--- config.mk ---
export PLATFORM = sky130hd
export DESIGN_NAME = lsfd_control
export DESIGN_NICKNAME = d
export VERILOG_FILES = /design/src/lsfd_pkg.sv /design/src/lsfd_switch_timer.sv /design/src/lsfd_control.sv
export VERILOG_INCLUDE_DIRS = /design/src
export SDC_FILE = /design/constraint.sdc
export NUM_CORES = 1
export LEC_CHECK = 0
export ABC_AREA = 1
export BUFFER_PORTS_ARGS = -buffer_cell sky130_fd_sc_hd__buf_2
export CAP_MARGIN = 20
export CELL_PAD_IN_SITES_DETAIL_PLACEMENT = 0
export CELL_PAD_IN_SITES_GLOBAL_PLACEMENT = 1
export CORE_UTILIZATION = 44
export CTS_BUF_LIST = sky130_fd_sc_hd__clkbuf_8
export CTS_CLUSTER_SIZE = 8
export DETAILED_ROUTE_END_ITERATION = 16
export PLACE_DENSITY_LB_ADDON = 0.1
export SKIP_CTS_REPAIR_TIMING = 1
export SYNTH_ARGS = -nofsm -noshare
export SYNTH_HDL_FRONTEND = slang
export SYNTH_SLANG_ARGS = --single-unit
--- constraint.sdc ---
create_clock -name clock_in -period 2.4 [get_ports clock_in]
set_clock_uncertainty 0.15 [all_clocks]
set_input_delay 0.36 -clock clock_in [delete_from_list [all_inputs] [get_ports clock_in]]
set_output_delay 0.36 -clock clock_in [all_outputs]
set_load 0.01 [all_outputs]
--- src/lsfd_regs.svh ---
// Constants for the LED string fault and dimming controller
`ifndef LSFD_REGS_SVH
`define LSFD_REGS_SVH
`define LSFD_CLK_HZ 25000000
`define LSFD_FSW_MIN_HZ 200000
`define LSFD_FSW_MAX_HZ 1200000
// Switching period in clock cycles: longest at 200 kHz, shortest at 1.2 MHz
`define LSFD_PERIOD_MAX_CYC (`LSFD_CLK_HZ / `LSFD_FSW_MIN_HZ)
// Rounded up: a truncated count would let the rate exceed 1.2 MHz
`define LSFD_PERIOD_MIN_CYC ((`LSFD_CLK_HZ + `LSFD_FSW_MAX_HZ - 1) / `LSFD_FSW_MAX_HZ)
`define LSFD_PERIOD_W 8
`define LSFD_DIM_LOW_MS 50
`define LSFD_DIM_LOW_CYC ((`LSFD_CLK_HZ / 1000) * `LSFD_DIM_LOW_MS)
`define LSFD_NUM_STRINGS 4
`define LSFD_STRING_ALL 4'hf
`endif

--- src/lsfd_pkg.sv ---
// Types for the LED string fault and dimming controller
package lsfd_pkg;
  typedef enum logic [2:0] {
    LSFD_OFF, LSFD_SOFT_START, LSFD_RUN, LSFD_SHUTDOWN
  } lsfd_state_t;
  // Comparator decisions made by the analog front end
  typedef struct packed {
    logic ovp_rise;     // overvoltage_sense reached 2.5 V
    logic ovp_fall;     // overvoltage_sense below 2.4 V
    logic scp_low;      // overvoltage_sense below 100 mV
    logic scp_high;     // overvoltage_sense above 150 mV
    logic therm_hot;    // die above 150 C
    logic therm_cool;   // die below 125 C
    logic current_set_resistor_short;   // current_set_resistor shorted to ground
    logic lsd_disable;  // short_detect_level above 3 V
  } lsfd_sense_t;
  typedef struct packed {
    logic [3:0] short_det; // string_sink_node above 10x short_detect_level
    logic [3:0] open_det;  // string_sink_node below 100 mV
  } lsfd_string_t;
endpackage : lsfd_pkg

--- src/lsfd_switch_timer.sv ---
// Boost switching period timer with on-time control
`timescale 1ns/1ns
`include "lsfd_regs.svh"
module lsfd_switch_timer import lsfd_pkg::*; (
  input wire logic clock_in,
  input wire logic resetn_in,
  input wire logic run_in,
  input wire logic [`LSFD_PERIOD_W-1:0] period_in,
  input wire logic loop_off_in,
  output logic gate_out
);
  logic [`LSFD_PERIOD_W-1:0] count_reg;
  logic [`LSFD_PERIOD_W-1:0] count_next;
  logic [`LSFD_PERIOD_W-1:0] period_lim;
  logic wrap;
  logic gate_next;
  // Clamp keeps the rate inside 200 kHz .. 1.2 MHz
  assign period_lim = (period_in < `LSFD_PERIOD_W'(`LSFD_PERIOD_MIN_CYC)) ?
                      `LSFD_PERIOD_W'(`LSFD_PERIOD_MIN_CYC) :
                      (period_in > `LSFD_PERIOD_W'(`LSFD_PERIOD_MAX_CYC)) ?
                      `LSFD_PERIOD_W'(`LSFD_PERIOD_MAX_CYC) : period_in;
  assign wrap = (count_reg >= period_lim - `LSFD_PERIOD_W'(1));
  assign count_next = (!run_in || wrap) ? '0 : count_reg + `LSFD_PERIOD_W'(1);
  // On at each period start, off when the current loop ends the on-time
  assign gate_next = run_in && (wrap ? 1'b1 : (gate_out && !loop_off_in));
  always_ff @(posedge clock_in or negedge resetn_in) begin
    if (!resetn_in) begin
      count_reg <= '0;
      gate_out <= 1'b0;
    end else begin
      count_reg <= count_next;
      gate_out <= gate_next;
    end
  end
endmodule : lsfd_switch_timer

--- src/lsfd_control.sv ---
// Supervisory fault, dimming and soft-start control for a four-string LED driver
`timescale 1ns/1ns
`include "lsfd_regs.svh"
module lsfd_control import lsfd_pkg::*; #(
  parameter int DIM_LOW_CYC = `LSFD_DIM_LOW_CYC
) (
  input wire logic clock_in,
  input wire logic resetn_in,
  input wire logic enable_in,
  input wire logic dim_in,
  input wire logic [`LSFD_PERIOD_W-1:0] period_in,
  input wire logic loop_off_in,
  input wire logic ss_done_in,
  input wire lsfd_sense_t sense_in,
  input wire lsfd_string_t string_in,
  output logic gate_out,
  output logic ss_run_out,
  output logic [3:0] sink_on_out,
  output logic fault_oe_out,
  output logic fault_o_out,
  output logic [2:0] state_out
);
  lsfd_state_t state_reg;
  lsfd_state_t state_next;
  logic [25:0] dim_low_reg;
  wire logic [3:0] str_off_reg;
  wire logic [3:0] str_off_next;
  wire logic [3:0] open_flags;
  logic sink_ok;
  logic clear_strings;
  logic ovp_reg;
  logic scp_reg;
  logic therm_reg;
  logic gate_raw;
  logic switch_ok;
  logic [3:0] short_hit;
  logic [3:0] open_hit;
  logic dim_timeout;
  logic all_open;
  logic hard_fault;
  logic fault_next;
  logic [3:0] sink_next;

  // Enable gating: the reset hold while disabled
  wire logic en_ok = enable_in;
  assign dim_timeout = (dim_low_reg >= 26'(DIM_LOW_CYC));
  // Short detect only with dimming high and when not masked by a high level
  assign short_hit = (dim_in && !sense_in.lsd_disable && state_reg == LSFD_RUN) ?
                     string_in.short_det : 4'h0;
  assign open_hit = (dim_in && sense_in.ovp_rise && state_reg == LSFD_RUN) ?
                    string_in.open_det : 4'h0;
  // Only strings flagged open count; a shorted string does not
  assign all_open = (open_flags == `LSFD_STRING_ALL);
  // Output short only counts after soft start
  wire logic scp_trip = scp_reg || (sense_in.scp_low && state_reg == LSFD_RUN);
  assign hard_fault = scp_trip || therm_reg || sense_in.therm_hot ||
                      sense_in.current_set_resistor_short || all_open;

  // Soft start and run are the only states that may drive the power stage
  function automatic logic state_active(input lsfd_state_t s);
    return (s == LSFD_SOFT_START) || (s == LSFD_RUN);
  endfunction : state_active

  always_comb begin
    state_next = state_reg;
    unique case (state_reg)
      LSFD_OFF: if (dim_in && !hard_fault) state_next = LSFD_SOFT_START;
      LSFD_SOFT_START: begin
        if (hard_fault || dim_timeout) state_next = LSFD_SHUTDOWN;
        else if (ss_done_in) state_next = LSFD_RUN;
      end
      LSFD_RUN: if (hard_fault || dim_timeout) state_next = LSFD_SHUTDOWN;
      LSFD_SHUTDOWN: begin
        // Leaving shutdown always restarts soft start
        if (!hard_fault && dim_in) state_next = LSFD_SOFT_START;
      end
    endcase
  end

  // Overvoltage hysteresis: stop at 2.5 V, resume below 2.4 V
  wire logic ovp_next = sense_in.ovp_rise ? 1'b1 : (sense_in.ovp_fall ? 1'b0 : ovp_reg);
  wire logic scp_next = (state_reg == LSFD_SOFT_START) ? 1'b0 :
                        (scp_trip && !sense_in.scp_high);
  wire logic therm_next = sense_in.therm_hot ? 1'b1 :
                          (sense_in.therm_cool ? 1'b0 : therm_reg);
  // Decided on the next state, so outputs and state_out change together
  assign sink_ok = state_active(state_next) && !hard_fault;
  // Overvoltage halts only the power switch; the string sinks keep running
  assign switch_ok = sink_ok && !ovp_next;
  // Latched string faults clear in shutdown and while enable is low
  assign clear_strings = (state_reg == LSFD_SHUTDOWN) || !en_ok;

  // One fault latch pair per string
  genvar gi;
  generate
    for (gi = 0; gi < `LSFD_NUM_STRINGS; gi++) begin : g_string
      logic off_reg;
      logic open_reg;
      wire logic off_next = clear_strings ? 1'b0 :
                            (off_reg | short_hit[gi] | open_hit[gi]);
      wire logic open_next = clear_strings ? 1'b0 : (open_reg | open_hit[gi]);
      always_ff @(posedge clock_in or negedge resetn_in) begin
        if (!resetn_in) begin
          off_reg <= 1'b0;
          open_reg <= 1'b0;
        end else begin
          off_reg <= off_next;
          open_reg <= open_next;
        end
      end
      assign str_off_reg[gi] = off_reg;
      assign str_off_next[gi] = off_next;
      assign open_flags[gi] = open_next;
    end
  endgenerate

  assign sink_next = (dim_in && sink_ok) ? ~str_off_next : 4'h0;
  // Overvoltage and set-resistor short leave the pin released
  assign fault_next = (str_off_next != 4'h0) || scp_next || therm_next;

  lsfd_switch_timer u_timer (
    .clock_in(clock_in),
    .resetn_in(resetn_in),
    .run_in(switch_ok),
    .period_in(period_in),
    .loop_off_in(loop_off_in),
    .gate_out(gate_raw)
  );

  always_ff @(posedge clock_in or negedge resetn_in) begin
    if (!resetn_in) begin
      state_reg <= LSFD_OFF;
      dim_low_reg <= '0;
      ovp_reg <= 1'b0;
      scp_reg <= 1'b0;
      therm_reg <= 1'b0;
      gate_out <= 1'b0;
      ss_run_out <= 1'b0;
      sink_on_out <= 4'h0;
      fault_oe_out <= 1'b0;
      fault_o_out <= 1'b0;
      state_out <= 3'h0;
    end else if (!en_ok) begin
      state_reg <= LSFD_OFF;
      dim_low_reg <= '0;
      ovp_reg <= 1'b0;
      scp_reg <= 1'b0;
      therm_reg <= 1'b0;
      gate_out <= 1'b0;
      ss_run_out <= 1'b0;
      sink_on_out <= 4'h0;
      fault_oe_out <= 1'b0;
      fault_o_out <= 1'b0;
      state_out <= 3'h0;
    end else begin
      state_reg <= state_next;
      dim_low_reg <= dim_in ? '0 : (dim_timeout ? dim_low_reg : dim_low_reg + 26'd1);
      ovp_reg <= ovp_next;
      scp_reg <= scp_next;
      therm_reg <= therm_next;
      gate_out <= gate_raw && switch_ok;
      ss_run_out <= (state_next == LSFD_SOFT_START);
      sink_on_out <= sink_next;
      fault_oe_out <= fault_next;
      fault_o_out <= 1'b0;
      state_out <= 3'(state_next);
    end
  end
endmodule : lsfd_control

==> results.txt <==
- FMAX: around 420 MHz
- DPL Wire Length: 5.63 mm
* Met3 global-route usage: under 10%
- Cell internal power was estimated by the tool at roughly 1.4 mW.
- Period Utilization, post-route: 98.3%
- Crit path max-delay cell type: sky130_fd_sc_hd__or2_4
* Library cell occupying the most area in the post-synthesis netlist: sky130_fd_sc_hd__dfrtp_1
- The smallest clock period supported by the final layout is computed as ~2.4 ns.
* MaxCap Viol Count: 0
- IR analysis of the VDD net gives a maximum drop of approximately 0.21 mV.
- Peak fanout along the critical path: 8
- Setup Total Neg Slack: 0 ns
- CTS tree: done
- In this run switching power makes up 30.0% of total power.
- For the worst setup path, the data arrival time is approximately 2.5 ns.
- Of the synthesized area, sequential elements account for a little over two fifths.
- The die covers roughly 7700 µm².
* Category of the most critical setup path: input port to flop
- Grt ovf: 0
- Placed standard-cell area: 3740 µm²
* Setup-violating endpoint count in the final report: 0
- In this run, synthesis produced a sequential element count of 56.
- Fraction of synthesis flops using an asynchronous set or reset pin: 100%
- The worst hold path belongs to the class input port to flop.
- Critical Path Start Type: input port
- Final hold analysis gives a worst-case slack of 0.0688 ns.
- In the post-synthesis netlist, the biggest area contributors are sky130_fd_sc_hd__dfrtp_1, sky130_fd_sc_hd__nand2_1, sky130_fd_sc_hd__nor2_1.
- On the worst path, the slowest cell contributes a delay of 0.26 ns.
- The floorplan step set the die height to approximately 88 µm.
* Global-route wire length before repair: between 10 and 15 mm
- Nets: between 500 and 600
- Starting density of the core: a little under half
- Leading cell type by number of instances after synthesis: sky130_fd_sc_hd__nand2_1
- The initial antenna violation count came to 0.
- Flip-flop cell with the highest count after synthesis: sky130_fd_sc_hd__dfrtp_1
- Total count of hold-check failures in the final report: 0
* Router iterations before antenna repair: 4
- Slack of the critical path: 0.0403 ns
- 0 antenna diodes ended up in the layout.
* Pre-CTS setup slack: -0.308 ns
* Fraction of final layout cells sized beyond drive strength 1: roughly 27%
* Inserted Clock Buffers: 5
- Detailed routing inserted a total of a little under 3000 vias.
- Wires add up to 7.52 mm.
- Die boundary width: 87.6 µm
- Number of levels in the clock H-tree: 2
- Synthesis produced a netlist with a net count of ~460.
- Leaving out filler cells and counting taps, the final layout contains 595.
* Pin count of the biggest net entering global routing: 22
- Port buffering added 39 buffers.
- A synthesized cell averages between 7 and 8 µm².
- Number of different library cells in the post-synthesis netlist: 35
- Clock edge transition at the registers on the reported setup and hold paths: ~0.10 ns
* Combinational power share: a little under a quarter
* Setup repair after global routing missed its margin: yes
- Number of flip-flops under the largest register name: 26
- Count of mapped cells out of synthesis: 420
- Power density over the cells: 502 nW/µm²
* Antenna violation net count after detailed routing: 0
* Fin area: slightly above 4000 µm²
- Placeable core region: 6940 µm²
- The clock passes through at most 2 buffers.
* Initial drt markers: around 120
- Routability-driven placement congestion ratio: 0.829
* Mapped Area: approximately 3200 µm²
- Remaining routing DRC violations: 0
- Outcome: complete, no violations
- Number of cells in the design after placement: between 500 and 600
* Final count of pins violating max slew: 0
- STA classifies the critical path endpoint as a flop.
- The area growth from synthesis to layout is 26.0%.
* CP Data Required Time: roughly 2.5 ns
- The top cell type by area accounts for between 40% and 50% of the synthesized area.
- The analysis attributes to cell leakage a power of between 1.5 and 2 nW.
- Met1 track utilization from global routing: 26.4%
- For the worst-skew pair, the clock arrives at the later sink with an insertion delay of approximately 0.30 ns.
* Sw Pwr: around 0.61 mW
- Number of rows created at floorplan: 30
- Yosys synthesis warning count: 0
* DR WL/cell: around 13 µm
- In the global route stage, met2 resource usage came out at 36.7%.
- Using the TritonRoute via totals, the vias-per-cell ratio works out to 4.98.
* Cell type group with the largest total delay on the critical path: simple AND/OR/NAND/NOR gates
* Count of flip-flops with a built-in enable after synthesis: 0
* Most frequent cells after synthesis: sky130_fd_sc_hd__nand2_1, sky130_fd_sc_hd__nor2_1, sky130_fd_sc_hd__inv_1
* Cell Chain, Critical Path: buf_2 > or2_4 > nor2_4 > nand2_2 > nand2_4 > nor2_4 > ha_4 > xnor2_2 > inv_1 > ha_1 > nand2_1 > inv_1 > nand2_1 > a21oi_1 > nor2_2 > nand4_4 > nor2_1
* Total GRT Usage: roughly 20%
- Buf/Inv on CP: 3
- The clock drives 56 sinks.
- Most used routing layer in global routing: met2
- I/O pin total: approximately 40
* Number of global-route vias before repair: around 2800
- Share of total power in sequential cells: between 40 and 50%
- The clock network burns between 20% and 30% of the power.
* Buffer type at the clock tree root: sky130_fd_sc_hd__clkbuf_8
-- final timing paths --
kind                                                 from                             end  slack (ns)  cells after the start
max                                          period_in[6]  u_timer.count_reg[7]$_DFF_PN0_        0.04                     17
min                                           sense_in[4]               scp_reg$_DFF_PN0_        0.07                      2
max reg2reg                        state_reg[0]$_DFF_PN0_  u_timer.count_reg[7]$_DFF_PN0_        0.08                     15
min reg2reg                u_timer.count_reg[0]$_DFF_PN0_  u_timer.count_reg[0]$_DFF_PN0_        0.33                      1
max in group asynchronous                       resetn_in      dim_low_reg[8]$_DFFE_PN0P_        1.05                      3
min in group asynchronous                       resetn_in  g_string[0].open_reg$_DFF_PN0_        0.38                      2
-- power by group through the flow --
stage	Combinational [mW]	Clock, mW	Sequential [mW]
final	0.488	0.552	0.998
after floorplan	0.252	0	1.02
after global placement	0.398	0	1.02
after detailed placement	0.399	0	1.02
after global routing	0.539	0.609	1.00
after CTS	0.401	0.575	0.998
-- kinds of logic after synthesis --
logic type               count (synthesis)  share of synthesized area [%]
AO/OA/AOI/OAI                           51                           8.77
XOR/XNOR                                12                           3.26
adder cells (fa/ha/maj)                 11                           4.27
buffers and inverters                   69                           8.27
flip-flops                              56                           43.5
other                                    2                          0.233
AND/OR/NAND/NOR                        219                           31.7
-- layer usage --
| layer | routed length, µm | vias up | part of all wire, % |
|---|---|---|---|
| met5 | 0 | - | 0 |
| met1 | 3490 | 1411 | 46 |
| met3 | 143 | 6 | 1.9 |
| li1 | - | 1508 | - |
| met2 | 3820 | 41 | 51 |
| met4 | 60 | 0 | 0.80 |
-- worst reg2reg max path: stages (launching register included) --
cell and delay, ns:
sky130_fd_sc_hd__dfrtp_1 0.42, sky130_fd_sc_hd__inv_2 0.12, sky130_fd_sc_hd__nand2_4 0.07, sky130_fd_sc_hd__nor2_4 0.23
sky130_fd_sc_hd__nand3_4 0.12, sky130_fd_sc_hd__a21oi_2 0.20, sky130_fd_sc_hd__nand3_2 0.14, sky130_fd_sc_hd__nand3_2 0.10
sky130_fd_sc_hd__nand2_1 0.06, sky130_fd_sc_hd__nand2_1 0.08, sky130_fd_sc_hd__nand2_2 0.08, sky130_fd_sc_hd__inv_2 0.06
sky130_fd_sc_hd__nand2_2 0.05, sky130_fd_sc_hd__nand2_4 0.10, sky130_fd_sc_hd__nand4_4 0.15, sky130_fd_sc_hd__nor2_1 0.15
-- per-stage QoR --
| step | power, mW | util, % |
|---|---|---|
| after floorplan | 1.27 | - |
| after global placement | 1.41 | 53.9 |
| after detailed placement | 1.42 | 53.9 |
| after CTS | 1.97 | 55.3 |
| after global routing | 2.15 | 58.5 |
| final | 2.04 | 58.5 |
-- cells in the final DEF (no fill, tap or decap), types with 2 or more instances in the layout --
cell type / netlist / final
sky130_fd_sc_hd__o21ai_1: 1 / 3
sky130_fd_sc_hd__clkbuf_8: 0 / 7
sky130_fd_sc_hd__nand3_2: 4 / 7
sky130_fd_sc_hd__ha_1: 11 / 10
sky130_fd_sc_hd__nand4_4: 1 / 2
sky130_fd_sc_hd__buf_4: 2 / 36
sky130_fd_sc_hd__nor2_1: 70 / 57
sky130_fd_sc_hd__nand3_1: 29 / 25
sky130_fd_sc_hd__conb_1: 2 / 2
sky130_fd_sc_hd__nand2_2: 1 / 7
sky130_fd_sc_hd__xor2_1: 9 / 9
sky130_fd_sc_hd__a21oi_1: 22 / 20
sky130_fd_sc_hd__xnor2_1: 3 / 2
sky130_fd_sc_hd__nand2_1: 72 / 63
sky130_fd_sc_hd__o21a_1: 2 / 2
sky130_fd_sc_hd__nor3_1: 12 / 11
sky130_fd_sc_hd__nor3_2: 1 / 2
sky130_fd_sc_hd__a21oi_2: 2 / 4
sky130_fd_sc_hd__nand2_4: 1 / 4
sky130_fd_sc_hd__nor2_2: 2 / 10
sky130_fd_sc_hd__nand3b_1: 7 / 7
sky130_fd_sc_hd__o21ai_2: 1 / 2
sky130_fd_sc_hd__buf_2: 0 / 39
sky130_fd_sc_hd__a31oi_1: 2 / 2
sky130_fd_sc_hd__o21ai_0: 18 / 15
sky130_fd_sc_hd__inv_2: 3 / 5
sky130_fd_sc_hd__nor2_4: 1 / 6
sky130_fd_sc_hd__nor4_1: 4 / 4
sky130_fd_sc_hd__inv_1: 62 / 60
sky130_fd_sc_hd__dfrtp_1: 56 / 56
sky130_fd_sc_hd__nand4_1: 12 / 12
-- layout make-up --
class	count	area [µm²]
clock buffers	7	96.3
fillers	685	2880
inverters	65	244
multi-input cells	295	1730
flip-flops and latches	56	1400
well taps	96	120
repair buffers	76	475
(Power assumes the default switching activity.)
